File: src/rtl/sacc_pkg.sv
// Shared constants and types for the conversion control block.
package sacc_pkg;
  localparam int RES_BITS = 16;
  localparam int CLK_PERIOD_NS = 10;
  // Minimum acquisition time after a conversion.
  localparam int ACQ_TIME_NS = 1800;
  // Time given to each successive-approximation bit trial.
  localparam int BIT_TIME_NS = 400;
  localparam logic [15:0] ACQ_CYCLES =
    16'((ACQ_TIME_NS + CLK_PERIOD_NS - 1) / CLK_PERIOD_NS);
  localparam logic [15:0] BIT_CYCLES =
    16'((BIT_TIME_NS + CLK_PERIOD_NS - 1) / CLK_PERIOD_NS);
  localparam logic [3:0] LAST_BIT = 4'h0;
  localparam logic [3:0] FIRST_BIT = 4'hF;
  localparam logic [15:0] RST_WORD = 16'h0000;
  // Synchroniser bit positions.
  localparam int SY_CNV = 0;
  localparam int SY_CS = 1;
  localparam int SY_RD = 2;
  localparam int SY_RST = 3;
  localparam int SY_PD = 4;
  localparam int SY_SCLK = 5;
  localparam int SY_REFDIS = 6;
  localparam int SY_BUFDIS = 7;
  localparam int SY_CODE = 8;
  localparam int SY_W = 9;
  // Idle levels: active-low strobes high, reset asserted, references off.
  localparam logic [8:0] SY_RST_VAL = 9'h0CF;

  typedef enum logic [2:0] {
    ST_ACQ = 3'h0,
    ST_WAIT = 3'h1,
    ST_CONV = 3'h3,
    ST_LOAD = 3'h2,
    ST_PWRDN = 3'h6
  } sacc_state_t;

  typedef struct packed {
    sacc_state_t state;
    logic [15:0] cnt;
    logic [3:0] bit_idx;
    logic [15:0] trial;
    logic [15:0] result;
    logic [15:0] shift;
    logic cnv_prev;
    logic sclk_prev;
  } sacc_regs_t;
endpackage : sacc_pkg

File: src/rtl/sacc_sync.sv
// Two-flop synchroniser for a group of asynchronous pin inputs.
`timescale 1ns/100ps
module sacc_sync #(
  parameter int W = 1,
  parameter logic [W-1:0] RST_VAL = '0
) (
  input wire logic i_clk_sys,
  input wire logic i_rst_n,
  input wire logic [W-1:0] i_async,
  output logic [W-1:0] o_sync
);
  logic [W-1:0] meta_ff;
  logic [W-1:0] sync_ff;

  always_ff @(posedge i_clk_sys) begin
    if (!i_rst_n) begin
      meta_ff <= RST_VAL;
      sync_ff <= RST_VAL;
    end else begin
      meta_ff <= i_async;
      sync_ff <= meta_ff;
    end
  end

  assign o_sync = sync_ff;
endmodule : sacc_sync

File: src/rtl/sacc_ctrl.sv
// Conversion sequencer and host-facing control of a 16-bit SAR converter.
//
// Summary of operation
// - Busy rises at conversion start, falls after result enters the shift register.
// - Output bus is enabled only while chip select and read are both low.
// - Chip select gates the external serial clock; inactive select ignores it.
// - Reset pin high returns to reset state, aborting any conversion.
// - Power-down lets a running conversion finish, then blocks new starts.
// - Start high at end of acquisition: wait for falling edge, then convert.
// - Start already low at end of acquisition: hold and convert at once.
// - Internal reference on while its disable is low, off while high.
// - Reference buffer on while its disable is low, off while high.
// - Result coded straight binary or twos complement per coding select.
`timescale 1ns/100ps
module sacc_ctrl (
  input wire logic i_clk_sys,
  input wire logic i_rst_n,
  input wire logic i_convert_start_n,
  input wire logic i_cs_n,
  input wire logic i_rd_n,
  input wire logic i_reset,
  input wire logic i_power_down_req,
  input wire logic i_internal_ref_disable,
  input wire logic i_ref_buffer_disable,
  input wire logic i_coding_select,
  input wire logic i_ext_sclk,
  input wire logic i_comp_keep,
  output logic o_busy,
  output logic o_hold,
  output logic [sacc_pkg::RES_BITS-1:0] o_dac_code,
  output logic [sacc_pkg::RES_BITS-1:0] o_data,
  output logic o_data_oe,
  output logic o_sdout,
  output logic o_sdout_oe,
  output logic o_ref_enable,
  output logic o_buf_enable,
  output logic o_low_power
);
  import sacc_pkg::*;

  logic [SY_W-1:0] pins_s;
  sacc_regs_t cur_ff;
  sacc_regs_t nxt_regs;
  logic start_fall;
  logic sclk_rise;
  logic bus_en;

  sacc_sync #(
    .W(SY_W),
    .RST_VAL(SY_RST_VAL)
  ) u_sync (
    .i_clk_sys(i_clk_sys),
    .i_rst_n(i_rst_n),
    .i_async({i_coding_select, i_ref_buffer_disable, i_internal_ref_disable,
              i_ext_sclk, i_power_down_req, i_reset, i_rd_n, i_cs_n,
              i_convert_start_n}),
    .o_sync(pins_s)
  );

  assign start_fall = cur_ff.cnv_prev & ~pins_s[SY_CNV];
  // The serial clock only counts while chip select is active.
  assign sclk_rise = ~cur_ff.sclk_prev & pins_s[SY_SCLK] & ~pins_s[SY_CS];

  always_comb begin
    logic [15:0] decided;
    decided = cur_ff.trial;
    nxt_regs = cur_ff;
    nxt_regs.cnv_prev = pins_s[SY_CNV];
    nxt_regs.sclk_prev = pins_s[SY_SCLK];
    if (sclk_rise) begin
      nxt_regs.shift = {cur_ff.shift[14:0], 1'b0};
    end
    unique case (cur_ff.state)
      ST_ACQ: begin
        // Starts seen during acquisition are not taken; the sampling phase must run out.
        if (cur_ff.cnt >= ACQ_CYCLES - 16'h0001) begin
          nxt_regs.cnt = 16'h0000;
          if (pins_s[SY_PD]) begin
            nxt_regs.state = ST_PWRDN;
          end else if (!pins_s[SY_CNV]) begin
            nxt_regs.state = ST_CONV;
            nxt_regs.bit_idx = FIRST_BIT;
            nxt_regs.trial = 16'h8000;
          end else begin
            nxt_regs.state = ST_WAIT;
          end
        end else begin
          nxt_regs.cnt = cur_ff.cnt + 16'h0001;
        end
      end
      ST_WAIT: begin
        if (pins_s[SY_PD]) begin
          nxt_regs.state = ST_PWRDN;
        end else if (start_fall) begin
          nxt_regs.state = ST_CONV;
          nxt_regs.cnt = 16'h0000;
          nxt_regs.bit_idx = FIRST_BIT;
          nxt_regs.trial = 16'h8000;
        end
      end
      ST_CONV: begin
        // Power-down is not looked at here, so a running conversion completes.
        if (cur_ff.cnt >= BIT_CYCLES - 16'h0001) begin
          nxt_regs.cnt = 16'h0000;
          if (!i_comp_keep) begin
            decided[cur_ff.bit_idx] = 1'b0;
          end
          if (cur_ff.bit_idx == LAST_BIT) begin
            nxt_regs.trial = decided;
            nxt_regs.state = ST_LOAD;
          end else begin
            decided[cur_ff.bit_idx - 4'h1] = 1'b1;
            nxt_regs.trial = decided;
            nxt_regs.bit_idx = cur_ff.bit_idx - 4'h1;
          end
        end else begin
          nxt_regs.cnt = cur_ff.cnt + 16'h0001;
        end
      end
      ST_LOAD: begin
        // Coding high gives straight binary; low flips the sign bit for twos complement.
        nxt_regs.result = {cur_ff.trial[15] ^ ~pins_s[SY_CODE], cur_ff.trial[14:0]};
        nxt_regs.shift = {cur_ff.trial[15] ^ ~pins_s[SY_CODE], cur_ff.trial[14:0]};
        nxt_regs.state = ST_ACQ;
        nxt_regs.cnt = 16'h0000;
      end
      ST_PWRDN: begin
        if (!pins_s[SY_PD]) begin
          nxt_regs.state = ST_ACQ;
          nxt_regs.cnt = 16'h0000;
        end
      end
      default: begin
        nxt_regs.state = ST_ACQ;
        nxt_regs.cnt = 16'h0000;
      end
    endcase
  end

  always_ff @(posedge i_clk_sys) begin
    if (!i_rst_n || pins_s[SY_RST]) begin
      cur_ff <= '{state: ST_ACQ, cnt: 16'h0000, bit_idx: FIRST_BIT, trial: RST_WORD,
                  result: RST_WORD, shift: RST_WORD, cnv_prev: 1'b1, sclk_prev: 1'b0};
    end else begin
      cur_ff <= nxt_regs;
    end
  end

  // Busy covers the bit trials and the load cycle, so its fall means fresh data.
  assign o_busy = (cur_ff.state == ST_CONV) || (cur_ff.state == ST_LOAD);
  assign o_hold = (cur_ff.state == ST_CONV);
  assign o_dac_code = cur_ff.trial;
  assign o_data = cur_ff.result;
  assign o_sdout = cur_ff.shift[15];
  assign bus_en = ~pins_s[SY_CS] & ~pins_s[SY_RD];
  assign o_data_oe = bus_en;
  assign o_sdout_oe = bus_en;
  assign o_ref_enable = ~pins_s[SY_REFDIS];
  assign o_buf_enable = ~pins_s[SY_BUFDIS];
  assign o_low_power = (cur_ff.state == ST_PWRDN);
endmodule : sacc_ctrl

File: config.mk
export PLATFORM = sky130hd
export DESIGN_NAME = sacc_ctrl
export DESIGN_NICKNAME = d
export VERILOG_FILES = /design/src/rtl/sacc_pkg.sv /design/src/rtl/sacc_sync.sv /design/src/rtl/sacc_ctrl.sv
export SDC_FILE = /design/constraint.sdc
export NUM_CORES = 1
export LEC_CHECK = 0
export BUFFER_PORTS_ARGS = -buffer_cell sky130_fd_sc_hd__buf_2
export CAP_MARGIN = 10
export CORE_MARGIN = 3
export CORE_UTILIZATION = 45
export CTS_CLUSTER_SIZE = 40
export DETAILED_ROUTE_END_ITERATION = 10
export GPL_TIMING_DRIVEN = 0
export MAX_ROUTING_LAYER = met4
export PLACE_DENSITY_LB_ADDON = 0.05
export SLEW_MARGIN = 20
export SYNTH_ARGS = -nofsm -noshare
export SYNTH_HDL_FRONTEND = slang
export SYNTH_HIERARCHICAL = 1
export SYNTH_SLANG_ARGS = --single-unit
File: constraint.sdc
create_clock -name i_clk_sys -period 2.6 [get_ports i_clk_sys]
set_input_delay 0.78 -clock i_clk_sys [delete_from_list [all_inputs] [get_ports i_clk_sys]]
set_output_delay 0.78 -clock i_clk_sys [all_outputs]
set_load 0.01 [all_outputs]
==> results by stage, run 1 <==
Floorplan:
- The die covers 0.01058 mm^2.
- The overall die width is 102.9 um.
- The number of standard-cell rows in the floorplan is 34.
- The core region is 0.008934 mm^2.
- The height of the die is 102.9 um.
- The initial standard-cell utilization of the core is 47.27%.
- For this design the top-level I/O count stands at between 50 and 60.

Clock tree:
- The later-pin clock latency in the skew report is 360 ps.
- The hold-fix buffer count after cts is 0.
- The clock net sink count is a little over 90.
- The total CTS buffers is 9.
- After clock tree synthesis, the repair step resized 0 gates.
- The number of buffers on the longest clock path is 2.
- The post-CTS setup buffer count is 0.
- The TritonCTS clock tree is done.
- In this run the clock root is driven by a clkbuf_8.
- The number of levels in the clock H-tree is 3.
- The clock-pin slew reported for the worst setup and hold paths after clock tree synthesis is approximately 80 ps.

STA:
- The worst hold slack is 410.3 ps.
- The maximum clock rate is 417.3 MHz.
- The worst path uses 92.17% of the clock period.
- In the final timing run, aggregate negative setup slack is 0 ps.
- Headroom to the max-slew limit came out at a little under half.
- At the pin with the least slew margin, the transition time is 800.4 ps.
- For the final database, setup skew stands at 13.61 ps.
- The worst path in the final design needs a cycle of 2396 ps, including I/O delays and setup.
- The number of hold violations in the final report was 0.
- Setup violations remaining at the end of the flow were counted as 0.
- Setup repair after global routing left no endpoint under its margin.
- The number of slew-limit violations in the final report is 0.

Run status:
- The flow ran to the end, and the final reports show no timing, DRC or antenna violations.

Synth:
- The count of distinct cell types in the synthesized netlist is 61.
- The top flip-flop cell by instance count after synthesis is dfxtp_1.
- The post-synthesis cell type with the largest combined area is dfxtp_1.
- For this run, the number of Yosys warnings is 6.
- After synthesis the cells add up to 0.004223 mm^2.
- Sequential elements use between 40% and 50% of the synthesized area.
- The number of enable flip-flop cells after synthesis is 0.
- The synthesized area per cell is a little under 9 um^2.
- The share of the synthesized area in the top cell type is 43.14%.
- After technology mapping, the gate count stands at 481.
- After synthesis the netlist holds a flip-flop and latch count of between 90 and 100.
- The post-synthesis net count is 499.
- In the synthesized netlist the async set-or-reset flop fraction comes to 0%.
- Ranked by total cell area, the synthesized netlist is headed by dfxtp_1, a21oi_1, buf_4, nand2_1, mux2_2.

Power:
- The power density normalized to cell area is slightly above 500 mW/mm^2.
- The reported leakage power is between 1.5 and 2 nW.
- Across the VDD grid, the largest voltage drop is around 270 uV.

Setup path:
- The worst setup path is launched from a flip-flop.
- The maximum cell stage delay along the critical path is 460 ps.
- The maximum fanout count along the critical path is 10.
- STA puts the critical path data required time at between 1500 and 2000 ps.
- The worst register-to-register path begins at cur_ff[54].
- The worst setup path is captured at a primary output.
- The slowest cell on the critical path is dfxtp_1.
- The critical path goes through nand3b_1 -> clkbuf_2 -> inv_1 -> buf_2.
- The origin of the worst setup path is cur_ff[70].
- The arrival time reported for the critical path endpoint is around 1600 ps.
- The setup path with the least slack is of type reg -> out.

Finish:
- In the final design database the tool counted 561 nets.
- Cells fill between 50% and 60% of the core in the end.
- Relative to the synthesized area, the layout overhead comes to 14.31%.
- The share of post-route cells with drive strength above 1 is between 20% and 30%.
- The count of inserted antenna diode cells is 0.
- The finished layout cell area is 0.004827 mm^2.

GRT:
- The aggregate global routing overflow is 0.
- The number of global-route vias before repair is 3186.
- The number of antenna violations at the first check in global routing is 0.
- The global-route wire length before repair is 15.97 mm.
- The largest net degree at the start of global routing is 16.
- The total global-route track usage is 19.85%.

Route:
- The total iterations of the first detailed-routing run is 4.
- The remaining design rule violation count is 0.
- The final layout contains routed wiring with a total length of 9.575 mm.
- The count of nets left with antenna violations once routing finished came out at 0.
- In the routed layout, each cell is associated on average with a via count of ~5.3.
- The routed layout has 3483 vias.
- After detailed routing, the average wire length per cell comes to roughly 15 um.
- The first routing iteration left 215 violations.

Place:
- The final weighted congestion in routability-driven placement is between 0.8 and 0.9.
- The count of input and output buffers is 51.
- Summed over all nets, the half-perimeter wirelength after detailed placement is 7.077 mm.
- The area after detailed placement is 0.004613 mm^2.

Worst hold path:
- The worst hold path belongs to the class reg -> reg.
- The startpoint identified for the worst hold timing path is u_sync/meta_ff[3].

Run:
- The max-cap violation count is 0.
power breakdown:
group	total, mW	leakage [nW]	switching [mW]	internal (mW)
combinational	0.0527	1.09	0.0302	0.0226
clock	0.998	0.0978	0.500	0.498
sequential	1.41	0.737	0.00513	1.41
critical path: cells and delay by family, from the launching register on:
family        cells  cell delay [ps]
buf+inv           3              530
simple gates      1              270
flops             1              460
cells in the mapped netlist, drive strengths merged (3+ instances only):
| cell | instances |
|---|---|
| or3 | 6 |
| nor2 | 29 |
| nor4 | 3 |
| o21ai | 10 |
| dfxtp | 91 |
| inv | 10 |
| a21oi | 55 |
| nand3 | 8 |
| xor2 | 4 |
| o311ai | 3 |
| nor3b | 3 |
| a41oi | 3 |
| a31oi | 7 |
| nand3b | 3 |
| nand4 | 4 |
| nand2b | 13 |
| ha | 6 |
| or2b | 6 |
| a31o | 4 |
| nor3 | 10 |
| nand2 | 62 |
| buf | 41 |
| nor2b | 11 |
| mux2 | 16 |
| a32o | 7 |
| o311a | 4 |
| xnor2 | 7 |
| clkbuf | 19 |
| and2 | 8 |
cell usage in the layout (no fill, tap or decap), drive strengths merged, types with 2 or more instances in the layout:
master / instances
and2: 8
or3: 6
nand2b: 13
nand4: 4
a21o: 2
mux2: 16
a31o: 4
o21a: 2
a41oi: 3
nor3b: 3
o311a: 4
nor3: 10
nand3: 8
nand3b: 3
inv: 10
xor2: 4
a32o: 7
dfxtp: 91
a2111oi: 2
and4: 2
nor4: 3
nor2b: 11
o211ai: 2
a21oi: 55
clkinvlp: 3
nor2: 29
nand2: 62
o31ai: 2
clkbuf: 30
buf: 92
xnor2: 7
ha: 6
o21ai: 10
or2b: 6
o311ai: 3
a31oi: 7
a2bb2oi: 2
final cells by class:
type                    instances  area, um^2
multi-input cells             320        1982
plain buffers                  60       382.9
well taps                     108       135.1
clock inverters                 5       61.31
flip-flops and latches         91        1822
repair buffers                 51       255.2
inverters                      10       37.54
fillers                       876        4106
clock buffers                  11       151.4
path summary, 6_finish.rpt:
| path | to | slack (ps) | cells after the start |
|---|---|---|---|
| worst max register to register | o_dac_code[6] | 250 | 8 |
| worst min register to register | u_sync/o_sync[3] | 410 | 1 |
| worst max-delay path | o_hold | 200 | 4 |
| worst min-delay path | u_sync/o_sync[3] | 410 | 1 |
flip-flops by register name (all words and copies together), names as in the netlist:
| register | cells |
|---|---|
| o_dac_code | 16 |
| u_sync/meta_ff | 9 |
| o_sdout | 1 |
| cur_ff | 40 |
| u_sync/o_sync | 9 |
| o_data | 16 |
cell families after synthesis:
kind of cell / Yosys count / synth area share, %
adders and majority gates: 6 / 1.778
DFF: 91 / 43.14
buffers and inverters: 70 / 9.926
muxes: 16 / 4.355
and+or+nand+nor: 171 / 20.33
xor gates and xnor gates: 11 / 2.281
AOI/OAI and AO/OA: 116 / 18.19
layer usage:
layer	up-vias	global-route usage (%)	part of all wire (%)
li1	1774	-	-
met1	1595	26.57	48
met2	99	30.04	46
met3	15	3.451	4.1
met4	0	7.669	2.2
met5	-	-	0
metrics by stage:
| stage | power (mW) | worst slack, ps | instances |
|---|---|---|---|
| CTS | 2.490 | 38.93 | 656 |
| floorplan | 1.475 | 474.8 | 481 |
| global placement | 1.496 | 6.600 | 640 |
| global route | 2.561 | 64.34 | 656 |
| finish | 2.462 | 203.7 | 656 |
| detailed placement | 1.497 | 2.626 | 640 |
Power figures use the tool's default switching activity.
==> run 2, diff against run 1 <==
Clock period 2.6 ns to 2.5 ns, I/O delays scaled along.
==> run 2 against run 1 <==
Total power increased by 4.3%. Combinational power rose by 4.4%. Count of clock-buffer cells in the layout unchanged. Setup slack lost 50 ps. Global-route usage stayed put. First-iteration DRC count up 3.3%. Largest power group unchanged. Die area unchanged. Critical path depth grew 4. Final area unchanged. Hold slack about the same. Routed wire length increased by 0.65%. Sequential cell count did not move.
==> results by stage, run 2 (synthesized netlist as in run 1, its figures left out) <==
Clock tree:
- The TritonCTS clock tree is done.
- The post-CTS setup buffer count is 0.
- The clock root buffer is clkbuf_8.
- The number of levels in the clock H-tree is 3.
- The clock net in this run drives a total of 91 sinks.
- The number of hold buffers added after CTS was 0.
- The number of buffers on the longest clock path is 2.
- The number of instances resized during post-cts repair is 1.
- The total CTS buffers is 9.
- The later-pin clock latency in the skew report is 360 ps.
- Clock-pin slew was measured on the worst setup and hold paths at 100 ps.

Finish:
- In the layout the commonest cells are dfxtp_1, nand2_1, a21oi_1, buf_2, buf_4.
- Relative to the synthesized area, the layout overhead comes to 14.31%.
- 0 antenna diodes ended up in the layout.
- The number of fill cells in the layout is 876.
- More flip-flops sit in one register than any other, and that register is cur_ff.
- The register with the most flip-flops in the layout has 40 of them.
- Summing all non-filler instances in the final layout gives an area of 0.004827 mm^2.
- The number of nets in the layout is around 560.
- The most common library cell in the layout ignoring fill and taps is dfxtp_1.
- In the final layout, the share of cells above drive strength 1 is 24.09%.

GRT:
- For this run the aggregate overflow at the end of global routing stands at 0.
- The total global-route track usage is 19.85%.
- The largest net degree at the start of global routing is 16.
- The number of global-route vias before repair is around 3200.
- The number of antenna violations at the first check in global routing is 0.
- The first global-routing pass estimated 15.97 mm of wire.

Power:
- The switching share of total power is 21.93%.
- The power density normalized to cell area is 531.8 mW/mm^2.
- For this design the static power due to leakage is 1.926 nW.
- Combinational logic is responsible for 2.1% of the overall power.
- The internal power contribution is 2.004 mW.
- The post-route total power is 2.567 mW.
- The clock network power share is 40.7%.
- The worst IR drop on VDD is 278.3 uV.
- In this run the power spent charging and discharging nets is 563.0 uW.
- The share of power burned in registers is 57.2%.

Place:
- Summing all placed instances gives a cell area of 0.004613 mm^2.
- The congestion estimate from routability-driven global placement came to ~0.90.
- The HPWL after detailed placement is 7.077 mm.
- The count of buffers added on input and output ports is 51.
- OpenSTA, run right after detailed placement, puts the worst setup slack at -67.37 ps.

Setup path:
- STA puts the critical path data required time at ~2800 ps.
- The worst setup path is captured at a flip-flop.
- At the worst endpoint, the arrival time is 2610 ps.
- The type of the setup path with the least slack is reg -> reg.
- In this run the worst path has a maximum fanout of 10.
- The startpoint class of the critical path is a flip-flop.

STA:
- For the final database, setup skew stands at between 10 and 15 ps.
- After layout, the worst path uses 93.83% of the clock period.
- The worst relative slew slack is 46.24%.
- Across all setup checks in the final design, the least slack found is 154.2 ps.
- The worst path needs 2346 ps of the cycle, external delays included.
- The number of hold violations in the final report is 0.
- The number of slew-limit violations in the final report is 0.
- For the pin with the worst max-slew slack, the measured transition is roughly 800 ps.
- The worst hold slack is 410.1 ps.
- For this run, the top clock speed supported by timing is 426.3 MHz.
- Setup repair after global routing left no endpoint under its margin.
- Setup violations remaining at the end of the flow were counted as 0.

Route:
- The initial detailed-routing violation count is about 220.
- The detailed-route vias per instance is 5.293.
- For this block, the routed nets add up to 9.637 mm of wire.
- The number of nets still failing antenna checks after routing is 0.
- Across all layers, the routed design uses 3472 vias.
- The per-cell routed wire length is about 15 um.
- Before antenna repair, the detailed router went through 4 iterations.
- For this run, design rule violations remaining after detail routing come to 0.

Floorplan:
- The number of top-level pins is 52.
- The overall die width is 102.9 um.
- The floorplan step defined a die boundary enclosing between 0.01 and 0.015 mm^2.
- From bottom edge to top edge, the die measures 102.9 um.
- The region available for standard cell placement spans between 0.008 and 0.009 mm^2.
- The initial standard-cell utilization of the core is 47.27%.
- After floorplanning, the core was divided into 34 placement rows.

Worst hold path:
- The worst hold path belongs to the class reg -> reg.

Run:
- The max-cap violation count is 0.

Run status:
- The flow ran to the end, and the final reports show no timing, DRC or antenna violations.
run 2: worst max-delay path, stage by stage (launching register included):
cell      delay [ps]
dfxtp_1          370
ha_1             250
a211o_1          300
a2111o_1         420
a21oi_1          200
buf_4            220
buf_6            170
nor3_1           100
a32o_1           210
run 2: through the flow:
stage	TNS [ps]	std cells	utilization, %
after floorplan	0	481	-
after global placement	-407.7	640	51.64
after detailed placement	-309.9	640	51.64
after CTS	0	656	54.03
after global routing	0	656	54.03
final	0	656	54.03
run 2: final timing paths:
kind         cells after the start               from  slack, ps          endpoint
max                              8         cur_ff[54]        150     o_dac_code[6]
min reg2reg                      1  u_sync/meta_ff[3]        410  u_sync/o_sync[3]
max reg2reg                      8         cur_ff[54]        150     o_dac_code[6]
min                              1  u_sync/meta_ff[3]        410  u_sync/o_sync[3]
run 2: cell type report:
cell class	count	area (um^2)	area share, %
multi-input combinational	320	1982	41.06
sequential	91	1822	37.74
buffer	60	382.9	7.932
timing repair buffer	51	255.2	5.288
clock buffer	11	151.4	3.136
tap	108	135.1	2.799
clock inverter	5	61.31	1.270
inverter	10	37.54	0.7776
run 2: routing by layer:
metal | share of wire [%] | global-route usage, % | vias up
li1 | - | - | 1774
met3 | 4.1 | 3.451 | 15
met1 | 48 | 26.57 | 1590
met4 | 2.2 | 7.669 | 0
met5 | 0 | - | -
met2 | 46 | 30.04 | 93
run 2: power by group through the flow:
stage	clock [mW]	combinational [mW]	sequential (mW)
CTS	1.07	0.0557	1.47
global placement	0	0.0544	1.50
floorplan	0	0.0332	1.50
finish	1.04	0.0550	1.47
global route	1.13	0.0618	1.47
detailed placement	0	0.0555	1.50
